<file path="src/timer_pkg.sv">
`default_nettype none
package timer_pkg;
   localparam int unsigned ADDR_W = 4;
   localparam int unsigned DATA_W = 16;
   localparam int unsigned CNT_W = 16;

   localparam logic [ADDR_W-1:0] OFF_CTRL = 4'h0;
   localparam logic [ADDR_W-1:0] OFF_TOGGLE = 4'h1;
   localparam logic [ADDR_W-1:0] OFF_CMP_A = 4'h2;
   localparam logic [ADDR_W-1:0] OFF_CMP_B = 4'h3;
   localparam logic [ADDR_W-1:0] OFF_CAP_A = 4'h4;
   localparam logic [ADDR_W-1:0] OFF_CAP_B = 4'h5;
   localparam logic [ADDR_W-1:0] OFF_COUNT = 4'h6;
   localparam logic [ADDR_W-1:0] OFF_SW_CAP = 4'h7;

   // toggle_control field positions
   localparam int unsigned TOG_EN_LSB = 0;
   localparam int unsigned TOG_FORCE_LSB = 4;
   localparam int unsigned TOG_FF_POS = 6;

   // shared prescaler taps (phi_t1, phi_t4, phi_t16)
   localparam int unsigned PRE_W_DEF = 9;
   localparam int unsigned TAP_T1 = 3;
   localparam int unsigned TAP_T4 = 5;
   localparam int unsigned TAP_T16 = 7;

   localparam int unsigned EDGE_A = 0;
   localparam int unsigned EDGE_B = 1;
   localparam int unsigned EDGE_EXT = 2;
   localparam int unsigned EDGE_N = 3;

   typedef enum logic [1:0] {
      CLK_TRIG_A = 2'h0,
      CLK_T1 = 2'h1,
      CLK_T4 = 2'h2,
      CLK_T16 = 2'h3
   } clk_sel_t;

   typedef enum logic [1:0] {
      CAP_OFF = 2'h0,
      CAP_EDGES = 2'h1,
      CAP_WIDTH = 2'h2,
      CAP_EXT = 2'h3
   } capture_mode_t;

   typedef enum logic [1:0] {
      FORCE_TOGGLE = 2'h0,
      FORCE_SET = 2'h1,
      FORCE_CLEAR = 2'h2,
      FORCE_NONE = 2'h3
   } toggle_force_cmd_t;

   typedef struct packed {
      capture_mode_t capture_mode;
      clk_sel_t clk_sel;
      logic clear_on_compare_b_en;
      logic double_buffer_en;
      logic prescaler_run;
      logic counter_run;
   } ctrl_t;

   typedef struct packed {
      logic toggle_on_capture_b;
      logic toggle_on_capture_a;
      logic toggle_on_compare_b;
      logic toggle_on_compare_a;
   } toggle_control_t;

   typedef struct packed {
      logic t1;
      logic t4;
      logic t16;
   } pre_ticks_t;

   localparam ctrl_t CTRL_RESET = 8'h00;
   localparam toggle_control_t TOG_RESET = 4'h0;
   localparam logic TFF_RESET = 1'b0;
endpackage
`default_nettype wire

</file>
<file path="src/edge_sync.sv">
`timescale 1ns/1ns
`default_nettype none
module edge_sync
   import timer_pkg::*;
#(
   parameter int unsigned N = EDGE_N
) (
   input wire logic clk_sys,
   input wire logic rst_b,
   input wire logic [N-1:0] pins_in,
   output logic [N-1:0] rise,
   output logic [N-1:0] fall
);
   if (N < 1) begin : g_chk
      $error("edge_sync needs at least one input");
   end

   typedef struct packed {
      logic [N-1:0] s1;
      logic [N-1:0] s2;
      logic [N-1:0] s3;
      logic [N-1:0] level;
      logic [N-1:0] rise;
      logic [N-1:0] fall;
   } sync_st_t;

   sync_st_t st;
   sync_st_t next_st;
   logic [N-1:0] agree;

   always_comb begin
      next_st = st;
      next_st.s1 = pins_in;
      next_st.s2 = st.s1;
      next_st.s3 = st.s2;
      // a change counts only once stages two and three agree
      agree = ~(st.s2 ^ st.s3);
      next_st.level = (st.level & ~agree) | (st.s2 & agree);
      next_st.rise = next_st.level & ~st.level;
      next_st.fall = ~next_st.level & st.level;
   end

   always_ff @(posedge clk_sys) begin
      if (!rst_b) begin
         st <= '0;
      end else begin
         st <= next_st;
      end
   end

   assign rise = st.rise;
   assign fall = st.fall;
endmodule
`default_nettype wire

</file>
<file path="src/prescaler.sv">
`timescale 1ns/1ns
`default_nettype none
module prescaler
   import timer_pkg::*;
#(
   parameter int unsigned PRE_W = PRE_W_DEF
) (
   input wire logic clk_sys,
   input wire logic rst_b,
   input wire logic prescaler_run,
   output pre_ticks_t ticks
);
   if (TAP_T16 >= PRE_W || TAP_T1 < 1) begin : g_chk
      $error("prescaler too narrow for its taps");
   end

   typedef struct packed {
      logic [PRE_W-1:0] cnt;
      pre_ticks_t ticks;
   } pre_st_t;

   pre_st_t st;
   pre_st_t next_st;

   always_comb begin
      next_st = st;
      if (!prescaler_run) begin
         next_st = '0;
      end else begin
         next_st.cnt = st.cnt + PRE_W'(1);
         next_st.ticks.t1 = &st.cnt[TAP_T1-1:0];
         next_st.ticks.t4 = &st.cnt[TAP_T4-1:0];
         next_st.ticks.t16 = &st.cnt[TAP_T16-1:0];
      end
   end

   always_ff @(posedge clk_sys) begin
      if (!rst_b) begin
         st <= '0;
      end else begin
         st <= next_st;
      end
   end

   assign ticks = st.ticks;
endmodule
`default_nettype wire

</file>
<file path="src/timer_pulse_gen_capture.sv">
`timescale 1ns/1ns
`default_nettype none
module timer_pulse_gen_capture
   import timer_pkg::*;
(
   input wire logic clk_sys,
   input wire logic rst_b,
   input wire logic [ADDR_W-1:0] reg_addr,
   input wire logic [DATA_W-1:0] reg_wdata,
   input wire logic reg_wr,
   input wire logic reg_rd,
   output logic [DATA_W-1:0] reg_rdata,
   input wire logic trigger_in_a,
   input wire logic trigger_in_b,
   input wire logic ext_timer_toggle,
   output logic pulse_out,
   output logic compare_a_irq,
   output logic compare_b_irq,
   output logic trigger_a_irq,
   output logic trigger_b_irq
);
   typedef struct packed {
      ctrl_t ctrl;
      toggle_control_t tog;
      logic pulse_toggle_ff;
      logic [CNT_W-1:0] up_counter;
      logic [CNT_W-1:0] compare_a;
      logic [CNT_W-1:0] compare_a_buf;
      logic [CNT_W-1:0] compare_b;
      logic [CNT_W-1:0] capture_a;
      logic [CNT_W-1:0] capture_b;
      logic [DATA_W-1:0] rdata;
      logic compare_a_irq;
      logic compare_b_irq;
      logic trigger_a_irq;
      logic trigger_b_irq;
   } timer_st_t;

   timer_st_t st;
   timer_st_t next_st;
   logic [EDGE_N-1:0] rise;
   logic [EDGE_N-1:0] fall;
   pre_ticks_t ticks;
   logic tick;
   logic adv;
   logic hit_a;
   logic hit_b;
   logic cap_a_ev;
   logic cap_b_ev;
   logic sw_cap;
   logic toggle_now;
   logic [CNT_W-1:0] cnt_next;
   toggle_force_cmd_t force_cmd;

   // pins reach the capture logic four edges after they move;
   // pulses shorter than two cycles may be lost
   edge_sync #(.N(EDGE_N)) u_sync (
      .clk_sys(clk_sys),
      .rst_b(rst_b),
      .pins_in({ext_timer_toggle, trigger_in_b, trigger_in_a}),
      .rise(rise),
      .fall(fall)
   );

   prescaler #(.PRE_W(PRE_W_DEF)) u_pre (
      .clk_sys(clk_sys),
      .rst_b(rst_b),
      .prescaler_run(st.ctrl.prescaler_run),
      .ticks(ticks)
   );

   function automatic logic [DATA_W-1:0] read_mux(input timer_st_t s,
                                                  input logic [ADDR_W-1:0] a);
      logic [DATA_W-1:0] d;
      d = '0;
      unique case (a)
         OFF_CTRL: d = DATA_W'(s.ctrl);
         OFF_TOGGLE: begin
            d[TOG_EN_LSB +: 4] = s.tog;
            d[TOG_FF_POS] = s.pulse_toggle_ff;
         end
         OFF_CMP_A: d = s.compare_a;
         OFF_CMP_B: d = s.compare_b;
         OFF_CAP_A: d = s.capture_a;
         OFF_CAP_B: d = s.capture_b;
         OFF_COUNT: d = s.up_counter;
         default: d = '0;
      endcase
      return d;
   endfunction

   assign sw_cap = reg_wr && (reg_addr == OFF_SW_CAP);
   assign force_cmd = toggle_force_cmd_t'(reg_wdata[TOG_FORCE_LSB +: 2]);

   always_comb begin
      next_st = st;
      unique case (st.ctrl.clk_sel)
         CLK_TRIG_A: tick = rise[EDGE_A];
         CLK_T1: tick = ticks.t1;
         CLK_T4: tick = ticks.t4;
         CLK_T16: tick = ticks.t16;
      endcase
      adv = st.ctrl.counter_run && tick;
      // stopping the counter also clears it
      if (!st.ctrl.counter_run) begin
         cnt_next = '0;
      end else if (adv) begin
         if (st.ctrl.clear_on_compare_b_en && st.up_counter == st.compare_b) begin
            cnt_next = '0;
         end else begin
            cnt_next = st.up_counter + CNT_W'(1);
         end
      end else begin
         cnt_next = st.up_counter;
      end
      next_st.up_counter = cnt_next;
      // a match counts once, on the tick that reaches the value
      hit_a = adv && cnt_next == st.compare_a;
      hit_b = adv && cnt_next == st.compare_b;
      next_st.compare_a_irq = hit_a;
      next_st.compare_b_irq = hit_b;

      cap_a_ev = sw_cap
         || ((st.ctrl.capture_mode == CAP_EDGES || st.ctrl.capture_mode == CAP_WIDTH)
             && rise[EDGE_A])
         || (st.ctrl.capture_mode == CAP_EXT && rise[EDGE_EXT]);
      cap_b_ev = (st.ctrl.capture_mode == CAP_EDGES && rise[EDGE_B])
         || (st.ctrl.capture_mode == CAP_WIDTH && fall[EDGE_A])
         || (st.ctrl.capture_mode == CAP_EXT && fall[EDGE_EXT]);
      if (cap_a_ev) begin
         next_st.capture_a = st.up_counter;
      end
      if (cap_b_ev) begin
         next_st.capture_b = st.up_counter;
      end
      if (st.ctrl.capture_mode == CAP_WIDTH) begin
         next_st.trigger_a_irq = fall[EDGE_A];
      end else begin
         next_st.trigger_a_irq = rise[EDGE_A];
      end
      next_st.trigger_b_irq = rise[EDGE_B];

      // simultaneous sources cancel in pairs
      toggle_now = (hit_a && st.tog.toggle_on_compare_a)
         ^ (hit_b && st.tog.toggle_on_compare_b)
         ^ (cap_a_ev && st.tog.toggle_on_capture_a)
         ^ (cap_b_ev && st.tog.toggle_on_capture_b);
      next_st.pulse_toggle_ff = st.pulse_toggle_ff ^ toggle_now;

      if (hit_b && st.ctrl.double_buffer_en) begin
         next_st.compare_a = st.compare_a_buf;
      end

      if (reg_wr) begin
         unique case (reg_addr)
            OFF_CTRL: next_st.ctrl = ctrl_t'(reg_wdata[7:0]);
            OFF_TOGGLE: begin
               next_st.tog = toggle_control_t'(reg_wdata[TOG_EN_LSB +: 4]);
               // a software force wins over a same-cycle hardware toggle
               unique case (force_cmd)
                  FORCE_TOGGLE: next_st.pulse_toggle_ff = ~st.pulse_toggle_ff;
                  FORCE_SET: next_st.pulse_toggle_ff = 1'b1;
                  FORCE_CLEAR: next_st.pulse_toggle_ff = 1'b0;
                  FORCE_NONE: begin
                  end
               endcase
            end
            OFF_CMP_A: begin
               next_st.compare_a_buf = reg_wdata;
               if (!st.ctrl.double_buffer_en) begin
                  next_st.compare_a = reg_wdata;
               end
            end
            OFF_CMP_B: next_st.compare_b = reg_wdata;
            default: begin
            end
         endcase
      end
      if (reg_rd) begin
         next_st.rdata = read_mux(st, reg_addr);
      end
   end

   always_ff @(posedge clk_sys) begin
      if (!rst_b) begin
         st <= '0;
         st.ctrl <= CTRL_RESET;
         st.tog <= TOG_RESET;
         st.pulse_toggle_ff <= TFF_RESET;
      end else begin
         st <= next_st;
      end
   end

   assign reg_rdata = st.rdata;
   assign pulse_out = st.pulse_toggle_ff;
   assign compare_a_irq = st.compare_a_irq;
   assign compare_b_irq = st.compare_b_irq;
   assign trigger_a_irq = st.trigger_a_irq;
   assign trigger_b_irq = st.trigger_b_irq;
endmodule
`default_nettype wire

</file>
<file path="config.mk">
export PLATFORM = sky130hd
export DESIGN_NAME = timer_pulse_gen_capture
export DESIGN_NICKNAME = d
export VERILOG_FILES = /design/src/timer_pkg.sv /design/src/edge_sync.sv /design/src/prescaler.sv /design/src/timer_pulse_gen_capture.sv
export SDC_FILE = /design/constraint.sdc
export NUM_CORES = 1
export LEC_CHECK = 0
export BUFFER_PORTS_ARGS = -buffer_cell sky130_fd_sc_hd__buf_2
export CORE_ASPECT_RATIO = 0.6
export CORE_MARGIN = 2
export CORE_UTILIZATION = 65
export CTS_BUF_LIST = sky130_fd_sc_hd__clkbuf_8
export DETAILED_ROUTE_END_ITERATION = 7
export PLACE_DENSITY = 0.85
export SYNTH_ARGS = -nofsm -noshare
export SYNTH_HDL_FRONTEND = slang
export SYNTH_SLANG_ARGS = --single-unit
</file>
<file path="constraint.sdc">
create_clock -name clk_sys -period 5.7 [get_ports clk_sys]
set_input_delay 0.855 -clock clk_sys [delete_from_list [all_inputs] [get_ports clk_sys]]
set_output_delay 0.855 -clock clk_sys [all_outputs]
set_load 0.05 [all_outputs]
</file>
# [Yosys cells after proc, flatten, opt, wreduce, memory -nomap -nowiden]
# Cells that the tools add are included.
[word_totals] in_bits=27 register_bits=159 wordCells=115
[classes] n_addsub=2 muxes=17 n_eq_ne=18 reduce_logical=31 n_bitwise=15
[ops] cell="$mux W16" n=6
[ops] cell="$pmux W9 S6" n=1
[ops] cell="$eq A16 B16 Y1" n=3
[ops] cell="$mux W48" n=1
[ops] cell="$mux W32" n=1
[ops] cell="$pmux W4 S7" n=1
[ops] cell="$add A16 B1 Y16 const B" n=1
[ops] cell="$eq A4 B3 Y1 const B" n=4
[ops] cell="$logic_and A1 B1 Y1" n=15
[ops] cell="$and A3 B3 Y3" n=4
[ops] cell="$not A3 Y3" n=4
[ops] cell="$pmux W2 S6" n=1
[ops] cell="$eq A2 B2 Y1 const B" n=5
[ops] cell="$reduce_and A2 Y1" n=5
[ops] cell="$add A9 B1 Y9 const B" n=1
[ops] cell="$eq A4 B2 Y1 const B" n=2
[ops] cell="$pmux W1 S7" n=1
[ops] cell="$reduce_and A7 Y1" n=1
[ops] cell="$eq A2 B1 Y1 const B" n=3
[ops] cell="$logic_or A1 B1 Y1" n=5
[ops] cell="$reduce_and A5 Y1" n=1
[ops] cell="$eq A4 B1 Y1 const B" n=1
[ops] cell="$logic_not A2 Y1" n=2
[ops] cell="$logic_not A4 Y1" n=1
[ops] cell="8 further kinds" n=13

# [Depth between registers and ports, before layout]
[logic_depth] depth_word=15 depth_mapped=13 depth_no_buf=11

# [Modules after synthesis]
# Synthesis repeated with hierarchy kept, for this count alone.
[unflattened] hier_cells=927 area_unflattened_um2=8110.3
[by_module_without_submodules] module="timer_pulse_gen_capture" area_per_inst_um2=7144.4 cells_each=839 n_inst=1
[by_module_without_submodules] module="edge_sync" area_per_inst_um2=586.8 cells_each=52 n_inst=1
[by_module_without_submodules] module="prescaler" area_per_inst_um2=379.1 cells_each=36 n_inst=1

# [Worst setup path after synthesis]
# No wires, ideal clock.
[synth_timing] path_type="register -> register" start="register st[125] in the netlist's numbering" end="register st, in the netlist pulse_out" n_path_buf=1 path_stages_with_launch=12 synth_period_minus_slack_ns=3.102 t_arrival_ns=3.032 setup_slack_ns=2.598 cell_sequence="dfxtp_1 mux4_2 buf_6 and2_4 and3_4 xnor2_1 o21ai_0 nand4_1 or4b_4 a2111oi_4 xnor3_1 a21oi_1"
[synth_via] elab_chain_len=15
[synth_rtl] element="start: declaration" line_no="timer_pulse_gen_capture.sv:39" source="timer_st_t st;"
[synth_rtl] element="start signal: assignment" line_no="timer_pulse_gen_capture.sv:191" source="st <= next_st;"
[synth_rtl] element="$eq A2 B2 Y1 (tied with other cells)" line_no="timer_pulse_gen_capture.sv:97" source="unique case (st.ctrl.clk_sel)"
[synth_rtl] element="$pmux W1 S4 (*)" line_no="timer_pulse_gen_capture.sv:97"
[synth_rtl] element="$logic_and A1 B1 Y1 (*)" line_no="timer_pulse_gen_capture.sv:103" source="adv = st.ctrl.counter_run && tick;"
[synth_rtl] element="$mux W16" line_no="timer_pulse_gen_capture.sv:107" source="end else if (adv) begin"
[synth_rtl] element="$mux W16" line_no="timer_pulse_gen_capture.sv:105" source="if (!st.ctrl.counter_run) begin"
[synth_rtl] element="$eq A16 B16 Y1, on equally long branches" line_no="timer_pulse_gen_capture.sv:118, timer_pulse_gen_capture.sv:119"
[synth_rtl] element="$logic_and A1 B1 Y1, on equally long branches" line_no="timer_pulse_gen_capture.sv:118, timer_pulse_gen_capture.sv:119"
[synth_rtl] element="$logic_and A1 B1 Y1, on equally long branches" line_no="timer_pulse_gen_capture.sv:144, timer_pulse_gen_capture.sv:145"
[synth_rtl] element="$xor A1 B1 Y1 (*)" line_no="timer_pulse_gen_capture.sv:145" source="^ (hit_b && st.tog.toggle_on_compare_b)"
[synth_rtl] element="$xor A1 B1 Y1 (*)" line_no="timer_pulse_gen_capture.sv:146" source="^ (cap_a_ev && st.tog.toggle_on_capture_a)"
[synth_rtl] element="$xor A1 B1 Y1 (*)" line_no="timer_pulse_gen_capture.sv:147" source="^ (cap_b_ev && st.tog.toggle_on_capture_b);"
[synth_rtl] element="$xor A1 B1 Y1 (*)" line_no="timer_pulse_gen_capture.sv:148" source="next_st.pulse_toggle_ff = st.pulse_toggle_ff ^ toggle_now;"
[synth_rtl] element="$pmux W1 S3" line_no="timer_pulse_gen_capture.sv:160" source="unique case (force_cmd)"
[synth_rtl] element="$mux W1" line_no="timer_pulse_gen_capture.sv:155" source="unique case (reg_addr)"
[synth_rtl] element="$mux W1 (*)" line_no="timer_pulse_gen_capture.sv:154" source="if (reg_wr) begin"
# Mark *: on every way between the ends. The rest lies on a longest branch, timed or not.
# A chain may end at the register's enable or synchronous reset.

# [Final worst setup path]
[layout_timing] start="register st[125] in the netlist's numbering" end="register st[86] in the netlist's numbering"
[layout_via] elab_chain_len=12
[layout_rtl] element="$eq A2 B2 Y1 (tied with other cells)" line_no="timer_pulse_gen_capture.sv:97"
[layout_rtl] element="$pmux W1 S4 (*)" line_no="timer_pulse_gen_capture.sv:97"
[layout_rtl] element="$logic_and A1 B1 Y1 (*)" line_no="timer_pulse_gen_capture.sv:103"
[layout_rtl] element="$mux W16" line_no="timer_pulse_gen_capture.sv:107"
[layout_rtl] element="$mux W16" line_no="timer_pulse_gen_capture.sv:105"
[layout_rtl] element="$eq A16 B16 Y1" line_no="timer_pulse_gen_capture.sv:119" source="hit_b = adv && cnt_next == st.compare_b;"
[layout_rtl] element="$logic_and A1 B1 Y1 (*)" line_no="timer_pulse_gen_capture.sv:119"
[layout_rtl] element="$logic_and A1 B1 Y1 (*)" line_no="timer_pulse_gen_capture.sv:150" source="if (hit_b && st.ctrl.double_buffer_en) begin"
[layout_rtl] element="$mux W16 (*)" line_no="timer_pulse_gen_capture.sv:150"
[layout_rtl] element="$mux W16" line_no="timer_pulse_gen_capture.sv:170" source="if (!st.ctrl.double_buffer_en) begin"
[layout_rtl] element="$mux W32" line_no="timer_pulse_gen_capture.sv:155"
[layout_rtl] element="$mux W48 (*)" line_no="timer_pulse_gen_capture.sv:154"
# Marked as above.

==> results.md <==
* Status: finished, final reports clean
* Final setup TNS at 0 ps
* Critical path class: flop to flop
* WL final at 23,670 µm
* DR iter-0 viols at 1,004
* # H-tree levels at 4
* Crit-path max FO at 16
* Actual slew at the worst max-slew pin at 1044 ps
* Post-DR wirelength/cell at 22.14 µm
* Tmin final at 3805 ps
* Post-synthesis cell type count at 73
* Reg-to-reg slack, setup at 1890 ps
* Root Buffer: clkbuf_8
* Synth Cell Area at 0.007624 mm²
* Worst slew margin at 0.3043
* Worst hold path type: flop to flop
* Vias per inst at 6.657
* Min Hold Slack at 442.0 ps
* Crit. End Element: flop
* Die X at 143.8 µm
* Die area at 0.01264 mm²
* Cell Pwr Density at 250.7 mW/mm²
* Wl on met1 at 9756 µm
* Via count at 7,116
* Largest net degree at the start of global routing at 58
* Clk slew on worst S/H paths at 100 ps
* Post-CTS Hold Buffers at 0
* Arrival @ worst endpoint at 4090 ps
* Yosys top cell area share at 0.4097
* Post_cts resized at 0
* Synth Instances at 894
* Clock Sinks at 156
* Area contributors post-synth: dfxtp_1, mux2i_1, a21oi_1
* IO buf count at 47
* Antenna diodes at 0
* Placer congestion estimate at 0.9911
* DRC at 0
* Yosys top cell by area: dfxtp_1
* CTS tree: yes
* Number of max-cap violations at 0
* Worst skew pair latency at 460 ps
* Metal3 WL at 3506 µm
* Worst EP required at 5990 ps
* FF+latch area at 0.003123 mm²
* Wire length of the first global-routing pass at 36,430 µm
* Critical Path Stages at 10
* Routed wl met2 at 9781 µm
* Number of global-route vias before repair at 6,542
* Post-Route Skew at 17.09 ps
* DIE HEIGHT at 87.89 µm
* Layout filler cell count at 886
* Post-synth EDFFs at 0
* Yosys Warn Count at 0
* DP Wirelength at 17,220 µm
* Critical path destination: st[86]
* Layout cell share with drive strength beyond 1 at 0.1276
* CP cell instances: mux4_2, nand4_1, nor3_1, xnor2_1, o22ai_1, or3b_2, a22oi_2, nand4_4, mux2i_1, a21oi_1
* Final Max Tran Viols at 0
* Endpoints failing setup at 0
* Maximum VDD drop at 0.0001660 V
* RSZ-0062 raised after global routing: false
* Placed cell areas at 0.007790 mm²
* Number of buffers and inverters on the critical path at 0
* Syn_nets at 928
* Initial Util at 0.6703
* 1st-pass router iterations at 7
* Area grow syn2layout at 7.500%
* Syn Area/Cell at 8.527 µm²
* Design area at 0.008195 mm²
* Final Cycle Share at 0.6676
* P_leak at 3.304 nW
* Critical R2R Launch: st[125]
* Worst Setup SP: st[125]
* R2R cell count at 10
* Post-synthesis sequential area ratio at 0.4097
* FFs w/ async S/R, synth at 0
* Final Hold Fails at 0
* Reg-to-reg endpoint: st[86]
* Antenna Nets Post-Route at 0
* Highest clock rate at 262.8 MHz
* TritonCTS buffer count at 17
* Area occupied by multi-input gates at 0.004104 mm²
* Critical Path Source Type: flop
* Core area at 0.01137 mm²
* Slowest CP cell: mux4_2
* Clk buf depth at 2
* Initial antenna violation count at 0
* Postcts setup bufs at 0
* Largest stage delay, worst path at 710 ps
* GRT Total Usage at 0.3879
* Uppermost layer routed: met4
* I/O pins at 48
* # nets final at 930
* Yosys reg bits at 156
* Rows at 30
* Overflow after GRT at 0
* Top delay family on crit path: simple AND/OR/NAND/NOR gates
* Primary FF master, synth: dfxtp_1
==> placed cells by master, fill, tap and decap left out, types with 6 or more instances in the layout <==
cell type,Yosys,routed
dfxtp_1,156,156
xnor2_1,20,20
a22oi_1,28,28
a21oi_1,93,93
nand3_1,19,19
nand4_1,12,12
clkbuf_8,0,17
nand2b_1,11,11
ha_1,7,7
nor3_1,17,15
and3_1,15,15
o21ai_0,35,35
a222oi_1,15,15
buf_4,18,12
xor2_1,20,20
a31oi_1,10,10
buf_2,6,47
nand2_1,110,110
nor4_1,7,6
mux2i_1,49,49
and2_1,18,18
nor2_1,89,89
inv_1,9,8
==> state kept, by name, summed over array words and instances (netlist names) <==
name,cells
trigger_b_irq,1
st,108
compare_a_irq,1
u_sync.next_st,6
u_sync.fall,2
u_sync.st,6
reg_rdata,16
compare_b_irq,1
pulse_out,1
u_sync.rise,3
u_pre.ticks,3
u_pre.st,7
trigger_a_irq,1
==> per-layer routing <==
| layer | track usage | vias to the layer above |
|---|---|---|
| li1 | - | 3169 |
| met1 | 0.5258 | 3364 |
| met2 | 0.5719 | 519 |
| met3 | 0.1525 | 64 |
| met4 | 0.1248 | 0 |
| met5 | 0 | - |
==> worst min path at each step <==
stage | startpoint | to | slack, ps | cells after the start
finish | u_sync.next_st[12] | u_sync.next_st[9] | 440 | 1
global route | u_sync.next_st[14] | u_sync.next_st[11] | 470 | 1
CTS | u_sync.next_st[12] | u_sync.next_st[9] | 440 | 1
detailed placement | u_sync.next_st[12] | u_sync.next_st[9] | 420 | 1
global placement | u_sync.st[9] | u_sync.fall[0] | 400 | 1
floorplan | u_sync.st[9] | u_sync.fall[0] | 390 | 1
==> area by class of cell <==
class                      count  share of cell area
clock buffer                  17             0.02855
clock inverter                15             0.02092
inverter                      10            0.004580
multi-input combinational    652              0.5008
sequential                   156              0.3811
tap                          160             0.02443
timing repair buffer          59             0.03969
==> logic make-up (layout without fill, tap and decap cells) <==
group / count (synthesis) / in the layout / synth area share
compound gates: 214 / 214 / 0.1777
xor+xnor: 45 / 45 / 0.05991
fa+ha+maj: 7 / 7 / 0.01149
buf+inv: 86 / 101 / 0.05416
flops: 156 / 156 / 0.4097
mux: 52 / 52 / 0.07057
simple gates: 334 / 334 / 0.2165
==> Yosys cell counts, types with 15 or more instances <==
cell type / number
xor2_1: 20
and3_1: 15
nor2_1: 89
nor3_1: 17
a222oi_1: 15
a22oi_1: 28
nand2_1: 110
mux2i_1: 49
dfxtp_1: 156
clkbuf_1: 50
a21oi_1: 93
and2_1: 18
buf_4: 18
xnor2_1: 20
o21ai_0: 35
nand3_1: 19
==> power breakdown <==
group	internal (mW)	switching [mW]	total, mW
sequential	1.10	0.0147	1.11
combinational	0.0284	0.0685	0.0969
clock	0.333	0.512	0.844
total	1.46	0.595	2.05
==> stage by stage <==
stage                     power, mW  cells    util  setup slack [ps]
final                         2.055   1069  0.7206              1895
after CTS                     2.051   1069  0.7206              1957
after detailed placement      1.230   1037  0.6849              1965
after global placement        1.227   1037  0.6849              2079
after floorplan               1.190    894       -              2598
after global routing          2.110   1069  0.7206              1691
Note: power is estimated with default switching activity, not from simulation.
